`src/inc/rxu_pkg.sv`:
```
/*
  Shared constants and the state type of the receive upper-bits port.
  Assumes a 32-bit AXI4-Lite register bus and a 12-bit receive character.
*/
package rxu_pkg;

  // ==========================================================================
  // Widths
  // ==========================================================================
  localparam int AXI_AW = 8;
  localparam int AXI_DW = 32;
  localparam int STRB_W = 4;
  localparam int CHAR_W = 12;
  localparam int DEC_W  = 10;
  localparam int SAR_W  = 10;
  localparam int CTRL_W = 3;
  localparam int EV_W   = 3;

  // ==========================================================================
  // Register map, byte addresses
  // ==========================================================================
  localparam logic [AXI_AW-1:0] REG_CTRL  = 8'h00;
  localparam logic [AXI_AW-1:0] REG_STAT  = 8'h04;
  localparam logic [AXI_AW-1:0] REG_MASK  = 8'h08;
  localparam logic [AXI_AW-1:0] REG_SADDR = 8'h0c;

  // Control fields and reset: decoder on, 8-bit width, self-test off.
  localparam int               CTRL_BYP_N = 0;
  localparam int               CTRL_WID8  = 1;
  localparam int               CTRL_BST_N = 2;
  localparam logic [CTRL_W-1:0] CTRL_RST  = 3'h7;

  // Status and mask fields.
  localparam int EV_VIOL = 0;
  localparam int EV_MISM = 1;
  localparam int EV_SADR = 2;

  // Serial address register fields.
  localparam int SADDR_UNI = 10;
  localparam int BYTE_W    = 8;

  // ==========================================================================
  // Pin positions on the receive character bus
  // ==========================================================================
  localparam int PIN_B8   = 8;
  localparam int PIN_B9   = 9;
  localparam int PIN_VIOL = 10;
  localparam int PIN_SOC  = 11;

  localparam logic [1:0] RESP_OKAY   = 2'h0;
  localparam logic [1:0] RESP_SLVERR = 2'h2;

  typedef struct packed {
    logic              aw_full;
    logic [AXI_AW-1:0] aw_addr;
    logic              w_full;
    logic [AXI_DW-1:0] w_data;
    logic [STRB_W-1:0] w_strb;
    logic              aw_rdy;
    logic              w_rdy;
    logic              bvalid;
    logic [1:0]        bresp;
    logic              ar_rdy;
    logic              rvalid;
    logic [AXI_DW-1:0] rdata;
    logic [1:0]        rresp;
    logic [CTRL_W-1:0] ctrl;
    logic [EV_W-1:0]   stat;
    logic [EV_W-1:0]   mask;
    logic              irq;
    logic [SAR_W-1:0]  sar;
    logic              sar_uni;
    logic [CHAR_W-1:0] bus;
    logic [CHAR_W-1:0] bus_oe;
    logic              sc;
    logic              sc_oe;
  } rxu_state_t;

endpackage

```
`src/core/rxu_char_map.sv`:
```
/*
  Maps the received character onto the 12-bit bus for a normal read.
  Purely combinational; the caller registers the result.
*/
`timescale 1ns/1ps
module rxu_char_map
  import rxu_pkg::*;
(
  input  wire logic              i_bypass_n,
  input  wire logic              i_width8,
  input  wire logic              i_selftest_n,
  input  wire logic [CHAR_W-1:0] i_raw,
  input  wire logic [DEC_W-1:0]  i_dec,
  input  wire logic              i_special,
  input  wire logic              i_violation,
  input  wire logic              i_cell_start,
  input  wire logic              i_mismatch,
  output logic      [CHAR_W-1:0] o_bus,
  output logic                   o_special
);

  // ==========================================================================
  // Bus mapping
  // ==========================================================================
  always_comb begin
    o_bus     = '0;
    o_special = 1'b0;
    if (!i_bypass_n) begin
      o_bus[PIN_B9:0] = i_raw[PIN_B9:0];
      // The upper two bits stay low with the short raw character.
      if (!i_width8) begin
        o_bus[PIN_SOC:PIN_VIOL] = i_raw[PIN_SOC:PIN_VIOL];
      end
    end else begin
      o_bus[PIN_B8-1:0] = i_dec[PIN_B8-1:0];
      // In 8-bit width the top decoded bits carry nothing and read low.
      if (!i_width8) begin
        o_bus[PIN_B9:PIN_B8] = i_dec[PIN_B9:PIN_B8];
      end
      o_bus[PIN_VIOL] = i_selftest_n ? i_violation : i_mismatch;
      o_bus[PIN_SOC]  = i_cell_start;
      o_special       = i_special;
    end
  end

endmodule

```
`src/core/rxu_port.sv`:
```
/*
  Receive-side parallel port, upper bits: maps bits 8 to 11 and the flags,
  turns the bus around for serial address register accesses, and holds
  control, status, mask and address registers behind AXI4-Lite.
  Assumes the host works synchronously to i_ref_clk and that a decoder and
  special-character table outside supply the character and its flags.
*/
// Our own choices: the address map and the AXI4-Lite register port.
// How it works
// - Bypass: raw ninth bit on bit 8.
// - Decoder, 10-bit: decoded tenth bit on bit 9.
// - Decoder, 8-bit: bit 9 carries nothing.
// - Bypass: raw tenth bit on bit 9.
// - Bypass 10-bit: raw eleventh bit on bit 10.
// - Bypass 8-bit: bit 10 driven low.
// - Normal read: violation pin output, joint flag code.
// - Self-test on: violation pin shows mismatches.
// - Address access, pin low: host writes address.
// - Address access, pin high: device drives address.
// - Start-of-cell output on bit 11, joint code.
// - Pins change or sample at clock edge.
`timescale 1ns/1ps
module rxu_port
  import rxu_pkg::*;
(
  input  wire logic              i_ref_clk,
  input  wire logic              i_sys_rst,
  // AXI4-Lite slave.
  input  wire logic [AXI_AW-1:0] i_axi_awaddr,
  input  wire logic [2:0]        i_axi_awprot,
  input  wire logic              i_axi_awvalid,
  output logic                   o_axi_awready,
  input  wire logic [AXI_DW-1:0] i_axi_wdata,
  input  wire logic [STRB_W-1:0] i_axi_wstrb,
  input  wire logic              i_axi_wvalid,
  output logic                   o_axi_wready,
  output logic      [1:0]        o_axi_bresp,
  output logic                   o_axi_bvalid,
  input  wire logic              i_axi_bready,
  input  wire logic [AXI_AW-1:0] i_axi_araddr,
  input  wire logic [2:0]        i_axi_arprot,
  input  wire logic              i_axi_arvalid,
  output logic                   o_axi_arready,
  output logic      [AXI_DW-1:0] o_axi_rdata,
  output logic      [1:0]        o_axi_rresp,
  output logic                   o_axi_rvalid,
  input  wire logic              i_axi_rready,
  output logic                   o_irq,
  // Host pins.
  input  wire logic              i_receive_select,
  input  wire logic              i_sar_access,
  input  wire logic [CHAR_W-1:0] i_rx_char_bus,
  output logic      [CHAR_W-1:0] o_rx_char_bus,
  output logic      [CHAR_W-1:0] o_rx_char_bus_oe,
  input  wire logic              i_rx_special_char_flag,
  output logic                   o_rx_special_char_flag,
  output logic                   o_rx_special_char_flag_oe,
  // Receive path inside the device.
  input  wire logic [CHAR_W-1:0] i_raw_char,
  input  wire logic [DEC_W-1:0]  i_dec_char,
  input  wire logic              i_dec_special,
  input  wire logic              i_dec_violation,
  input  wire logic              i_dec_cell_start,
  input  wire logic              i_selftest_mismatch
);

  // ==========================================================================
  // State and bus qualifiers
  // ==========================================================================
  rxu_state_t        st;
  rxu_state_t        nx;
  logic [CHAR_W-1:0] map_bus;
  logic              map_sc;
  logic              norm_rd;
  logic              sar_wr;
  logic              sar_rd;
  logic              bypass_n;
  logic              width8;
  logic              selftest_n;
  logic              rd_clr;
  logic [EV_W-1:0]   ev;

  assign bypass_n   = st.ctrl[CTRL_BYP_N];
  assign width8     = st.ctrl[CTRL_WID8];
  assign selftest_n = st.ctrl[CTRL_BST_N];
  // A bus cycle only exists while receive select is high.
  assign norm_rd = i_receive_select && !i_sar_access;
  assign sar_wr  = i_receive_select && i_sar_access && !i_rx_char_bus[PIN_VIOL];
  assign sar_rd  = i_receive_select && i_sar_access && i_rx_char_bus[PIN_VIOL];

  rxu_char_map u_map (
    .i_bypass_n   (bypass_n),
    .i_width8     (width8),
    .i_selftest_n (selftest_n),
    .i_raw        (i_raw_char),
    .i_dec        (i_dec_char),
    .i_special    (i_dec_special),
    .i_violation  (i_dec_violation),
    .i_cell_start (i_dec_cell_start),
    .i_mismatch   (i_selftest_mismatch),
    .o_bus        (map_bus),
    .o_special    (map_sc)
  );

  // ==========================================================================
  // Next state
  // ==========================================================================
  always_comb begin
    nx     = st;
    ev     = '0;
    rd_clr = 1'b0;

    // Write address and data are taken independently, in either order.
    if (i_axi_awvalid && st.aw_rdy) begin
      nx.aw_full = 1'b1;
      nx.aw_addr = i_axi_awaddr;
    end
    if (i_axi_wvalid && st.w_rdy) begin
      nx.w_full = 1'b1;
      nx.w_data = i_axi_wdata;
      nx.w_strb = i_axi_wstrb;
    end
    if (i_axi_bready && st.bvalid) begin
      nx.bvalid = 1'b0;
    end
    if (st.aw_full && st.w_full && !st.bvalid) begin
      nx.aw_full = 1'b0;
      nx.w_full  = 1'b0;
      nx.bvalid  = 1'b1;
      nx.bresp   = RESP_OKAY;
      unique case (st.aw_addr)
        REG_CTRL: begin
          if (st.w_strb[0]) begin
            nx.ctrl = st.w_data[CTRL_W-1:0];
          end
        end
        REG_MASK: begin
          if (st.w_strb[0]) begin
            nx.mask = st.w_data[EV_W-1:0];
          end
        end
        REG_STAT: begin
          // Status clears only by reading it; writes are accepted and dropped.
          nx.bresp = RESP_OKAY;
        end
        REG_SADDR: begin
          if (st.w_strb[0]) begin
            nx.sar[BYTE_W-1:0] = st.w_data[BYTE_W-1:0];
          end
          if (st.w_strb[1]) begin
            nx.sar[SAR_W-1:BYTE_W] = st.w_data[SAR_W-1:BYTE_W];
            nx.sar_uni             = st.w_data[SADDR_UNI];
          end
        end
        default: begin
          nx.bresp = RESP_SLVERR;
        end
      endcase
    end

    // Read channel: one read at a time, answered on the next edge.
    if (i_axi_rready && st.rvalid) begin
      nx.rvalid = 1'b0;
    end
    if (i_axi_arvalid && st.ar_rdy) begin
      nx.rvalid = 1'b1;
      nx.rresp  = RESP_OKAY;
      nx.rdata  = '0;
      unique case (i_axi_araddr)
        REG_CTRL: begin
          nx.rdata[CTRL_W-1:0] = st.ctrl;
        end
        REG_STAT: begin
          nx.rdata[EV_W-1:0] = st.stat;
          rd_clr             = 1'b1;
        end
        REG_MASK: begin
          nx.rdata[EV_W-1:0] = st.mask;
        end
        REG_SADDR: begin
          nx.rdata[SADDR_UNI:0] = {st.sar_uni, st.sar};
        end
        default: begin
          nx.rresp = RESP_SLVERR;
        end
      endcase
    end
    nx.aw_rdy = !nx.aw_full && !nx.bvalid;
    nx.w_rdy  = !nx.w_full && !nx.bvalid;
    nx.ar_rdy = !nx.rvalid;

    // Pins are released by default so the bus floats between accesses.
    nx.bus    = '0;
    nx.bus_oe = '0;
    nx.sc     = 1'b0;
    nx.sc_oe  = 1'b0;
    if (norm_rd) begin
      nx.bus    = map_bus;
      nx.bus_oe = '1;
      nx.sc     = map_sc;
      nx.sc_oe  = 1'b1;
      ev[EV_VIOL] = bypass_n && selftest_n && i_dec_violation;
      ev[EV_MISM] = bypass_n && !selftest_n && i_selftest_mismatch;
    end else if (sar_wr) begin
      // A pin write lands after any bus write in the same cycle and wins.
      nx.sar      = i_rx_char_bus[SAR_W-1:0];
      nx.sar_uni  = i_rx_special_char_flag;
      ev[EV_SADR] = 1'b1;
    end else if (sar_rd) begin
      // Direction follows the host's level one edge late, so both drive for one edge if the host drives straight after a read.
      nx.bus[SAR_W-1:0]    = st.sar;
      nx.bus_oe[SAR_W-1:0] = '1;
      nx.sc                = st.sar_uni;
      nx.sc_oe             = 1'b1;
    end

    // A new event in the clearing cycle survives the clear.
    nx.stat = (rd_clr ? '0 : st.stat) | ev;
    nx.irq  = |(nx.stat & nx.mask);
  end

  always_ff @(posedge i_ref_clk) begin
    if (i_sys_rst) begin
      st <= '{ctrl: CTRL_RST, aw_rdy: 1'b1, w_rdy: 1'b1, ar_rdy: 1'b1, default: '0};
    end else begin
      st <= nx;
    end
  end

  // ==========================================================================
  // Outputs
  // ==========================================================================
  assign o_axi_awready             = st.aw_rdy;
  assign o_axi_wready              = st.w_rdy;
  assign o_axi_bvalid              = st.bvalid;
  assign o_axi_bresp               = st.bresp;
  assign o_axi_arready             = st.ar_rdy;
  assign o_axi_rvalid              = st.rvalid;
  assign o_axi_rdata               = st.rdata;
  assign o_axi_rresp               = st.rresp;
  assign o_irq                     = st.irq;
  assign o_rx_char_bus             = st.bus;
  assign o_rx_char_bus_oe          = st.bus_oe;
  assign o_rx_special_char_flag    = st.sc;
  assign o_rx_special_char_flag_oe = st.sc_oe;
endmodule

```
`config.mk`:
```
export PLATFORM = sky130hd
export DESIGN_NAME = rxu_port
export DESIGN_NICKNAME = d
export VERILOG_FILES = /design/src/inc/rxu_pkg.sv /design/src/core/rxu_char_map.sv /design/src/core/rxu_port.sv
export SDC_FILE = /design/constraint.sdc
export NUM_CORES = 1
export LEC_CHECK = 0
export BUFFER_PORTS_ARGS = -buffer_cell sky130_fd_sc_hd__buf_2
export CAP_MARGIN = 20
export CORE_AREA = 2 2 95 97
export DETAILED_ROUTE_END_ITERATION = 6
export DIE_AREA = 0 0 97 99
export PLACE_DENSITY = 0.77
export SKIP_LAST_GASP = 1
export SYNTH_ARGS = -nofsm -noshare
export SYNTH_HDL_FRONTEND = slang
export SYNTH_SLANG_ARGS = --single-unit
```
`constraint.sdc`:
```
create_clock -name i_ref_clk -period 1.55 [get_ports i_ref_clk]
set_clock_uncertainty 0.2 [all_clocks]
set_input_delay 0.2325 -clock i_ref_clk [delete_from_list [all_inputs] [get_ports i_ref_clk]]
set_output_delay 0.2325 -clock i_ref_clk [all_outputs]
set_load 0.01 [all_outputs]
```
==> out/metrics.csv <==
stage,metric,value,unit
clock_tree,Clock transition at path regs,0.09,ns
detailed_routing,vias per inst,4.665,
floorplanning,Starting Density,40.21,%
detailed_routing,Post-route DRC,0,
pwr,Seq pwr share,47.8,%
clock_tree,total clock buffers created by CTS,9,
placed_design,RD Place Congestion,0.7980,
finish,antenna cell count,0,
sta,Final Cycle Share,115.3,%
pwr,P_leak,2.237,nW
worst_setup_path,Worst Path Buf+Inv,0,
worst_setup_path,crit-path max cell delay,0.37,ns
synthesis,Synth area leader,dfxtp_1,
synthesis,largest cells by area after synthesis,"dfxtp_1 45%, buf_4 13%, nand2_1 6.4%, mux2i_1 6.4%, a21oi_1 4.2%",
synthesis,Ys Warns,0,
worst_setup_path,Crit Path Max Fanout,3,
sta,endpoints failing setup,18,
finish,Area Growth Syn to Fin,38.54,%
run,MaxCap Viol Count,0,
clock_tree,Root Buffer,clkbuf_8,
synthesis,Syn Inst Count,386,
synthesis,sequential fraction of the synthesis area,44.83,%
run_status,failing checks,setup timing,
detailed_routing,Via Count,3060,
placed_design,Port Buffers,120,
sta,final setup TNS,-3.220,ns
synthesis,most frequent cell after synthesis,dfxtp_1,
run_status,status,finished with violations,
synthesis,Post-synth top cells,"77 x dfxtp_1, 60 x buf_4, 59 x nand2_1",
clock_tree,Clock Latency Late Sink,0.34,ns
worst_setup_path,CP Launch Point,st[132],
detailed_routing,Routed Antenna Nets,0,
worst_setup_path,R2R setup slack,-0.24,ns
detailed_routing,wire per inst,13.78,um
clock_tree,TritonCTS clock tree,done,
pwr,Clock Power Share,38.6,%
worst_setup_path,CP max stage cell,nor4_4,
worst_hold_path,Min-Delay Path Class,input port to flip-flop,
detailed_routing,TritonRoute pass-1 iters,6,
clock_tree,clock sink count,77,
worst_setup_path,crit start category,flip-flop,
pwr,Cell Int Power,3.341,mW
sta,Final Hold Vio Count,0,
synthesis,Yosys top cell area share,44.83,%
synthesis,Yosys reg bits,77,
detailed_routing,Detailed Route WL,9.038,mm
worst_setup_path,crit-path cells,nor4_4 > and3_2 > nand4_1 > mux2i_1 > o21ai_0,
sta,RSZ-0062 raised after global routing,true,
worst_setup_path,RR Startpoint,st[132],
finish,nets@finish,649,
pwr,pwr dens,932.8,mW/mm2
floorplanning,die width,97,um
worst_setup_path,Crit path required time,1.56,ns
worst_setup_path,Worst setup EP type,flip-flop,
clock_tree,CTS H-tree depth,3,
pwr,Psw,1.103,mW
synthesis,Synth Flop Type,dfxtp_1,
grt,All-Layer GR Usage,18.54,%
sta,Slew Limit Fails,0,
floorplanning,Site Rows,34,
synthesis,Post-Syn Area,0.003438,mm2
grt,initial antenna violation count,0,
worst_hold_path,worst min-delay path startpoint,i_axi_arvalid,
detailed_routing,Initial DRC Count,91,
grt,global-route wire length before repair,14.43,mm
grt,largest net degree at the start of global routing,30,
worst_setup_path,Setup CP Type,flip-flop to flip-flop,
placed_design,Placed Area,0.003934,mm2
pwr,Combinational Power Share,13.6,%
synthesis,Async SR Flop Fraction,0,%
worst_setup_path,family with the most delay on the worst path,simple AND/OR/NAND/NOR gates,
floorplanning,DIE AREA,0.009603,mm2
worst_setup_path,critical path arrival,1.79,ns
grt,number of global-route vias before repair,3069,
finish,share of layout cells above drive strength 1,32.66,%
placed_design,Detailed Place HPWL,6.326,mm
grt,total gr overflow,0,
floorplanning,Core Area,0.008551,mm2
clock_tree,Max Root-Sink Buffers,2,
synthesis,"Distinct cells, synth",41,
sta,fmax,559.4,MHz
synthesis,Post-synth EDFFs,0,
synthesis,Synth Area per Inst,8.908,um2
floorplanning,I/O Pins,174,
pwr,sw frac,24.81,%
pwr,Peak VDD IR,0.3849,mV
finish,fin area,0.004763,mm2
sta,Final Critical Period,1.788,ns
sta,worst setup margin,-0.2376,ns
floorplanning,die outline height,99,um
## logic make-up after synthesis
| logic type | share of synthesized area, % |
|---|---|
| DFF | 44.83 |
| muxes | 8.370 |
| AOI/OAI and AO/OA | 12.41 |
| buffers and inverters | 15.79 |
| and+or+nand+nor | 18.49 |
| other | 0.1091 |
## registers in the layout (all words and copies together) (netlist names), 2 cells and up
name,cells
st,41
o_rx_char_bus_oe,2
o_axi_rdata,11
o_rx_char_bus,12
## power groups by stage
stage / registers [mW] / clock network, mW / logic (mW)
after floorplan: 2.16 / 0 / 0.334
after global placement: 2.16 / 0 / 0.473
after detailed placement: 2.17 / 0 / 0.484
after CTS: 2.12 / 1.76 / 0.592
after global routing: 2.13 / 1.84 / 0.664
final: 2.12 / 1.72 / 0.602
## final timing paths
path | cells past startpoint | to
min | 3 | o_axi_rvalid
max | 5 | st[36]
min reg2reg | 2 | st[101]
max reg2reg | 5 | st[36]
## timing repair
action | 4_1_cts | 5_1_grt
pin swaps | 0 | 2
setup buffers | 0 | 2
hold buffers | 55 | 0
gates resized for setup | 0 | 9
endpoints found under the setup margin | 18 | 20
endpoints found under the hold margin | 47 | 0
## layer usage
| layer | routed length, um | global-route usage [%] |
|---|---|---|
| met4 | 111 | 7.584 |
| met5 | 0 | 0 |
| met2 | 4571 | 33.23 |
| met1 | 3801 | 21.61 |
| met3 | 554 | 3.830 |
## through the flow
stage	power [mW]	setup slack [ns]	util, %	hold WS, ns	std cells
floorplan	2.496	-0.1431	-	0.1137	408
global placement	2.636	-0.1893	46.01	0.2305	583
detailed placement	2.651	-0.2309	46.01	0.2336	583
CTS	4.471	-0.2599	55.15	0.01531	654
global route	4.634	-0.3563	55.71	0.03697	656
finish	4.443	-0.2376	55.71	0.03179	656
## layout by cell type, fill, tap and decap left out, types with 2 or more instances in the layout
| cell | n |
|---|---|
| buf_2 | 120 |
| dfxtp_1 | 76 |
| nand2_1 | 59 |
| dlygate4sd3_1 | 55 |
| a21oi_1 | 29 |
| buf_4 | 24 |
| nor2_1 | 23 |
| conb_1 | 23 |
| mux2i_1 | 20 |
| o21ai_0 | 14 |
| a22oi_1 | 12 |
| clkbuf_8 | 10 |
| nand3_1 | 9 |
| o21ai_1 | 8 |
| nor2b_1 | 8 |
| inv_1 | 7 |
| nor3_1 | 4 |
| nand2b_1 | 3 |
| and3b_1 | 3 |
| a211o_1 | 3 |
| nor2_2 | 3 |
| mux4_2 | 3 |
| nand4_1 | 2 |
| a32oi_1 | 2 |
| inv_6 | 2 |
| bufinv_16 | 2 |
## cell type report
type,instances,area [um2]
repair buffers,201,1363
fillers,773,3787
well taps,108,135.1
clock buffers,10,137.6
clock inverters,6,93.84
inverters,7,26.28
multi-input cells,247,1465
flip-flops and latches,77,1543
## worst register-to-register path, cell delays in order, from the launching register on
cell     delay [ns]
dfxtp_2        0.34
nor4_4         0.37
and3_2         0.25
nand4_1        0.21
mux2i_1        0.21
o21ai_0        0.09
Power figures use the tool's default switching activity.
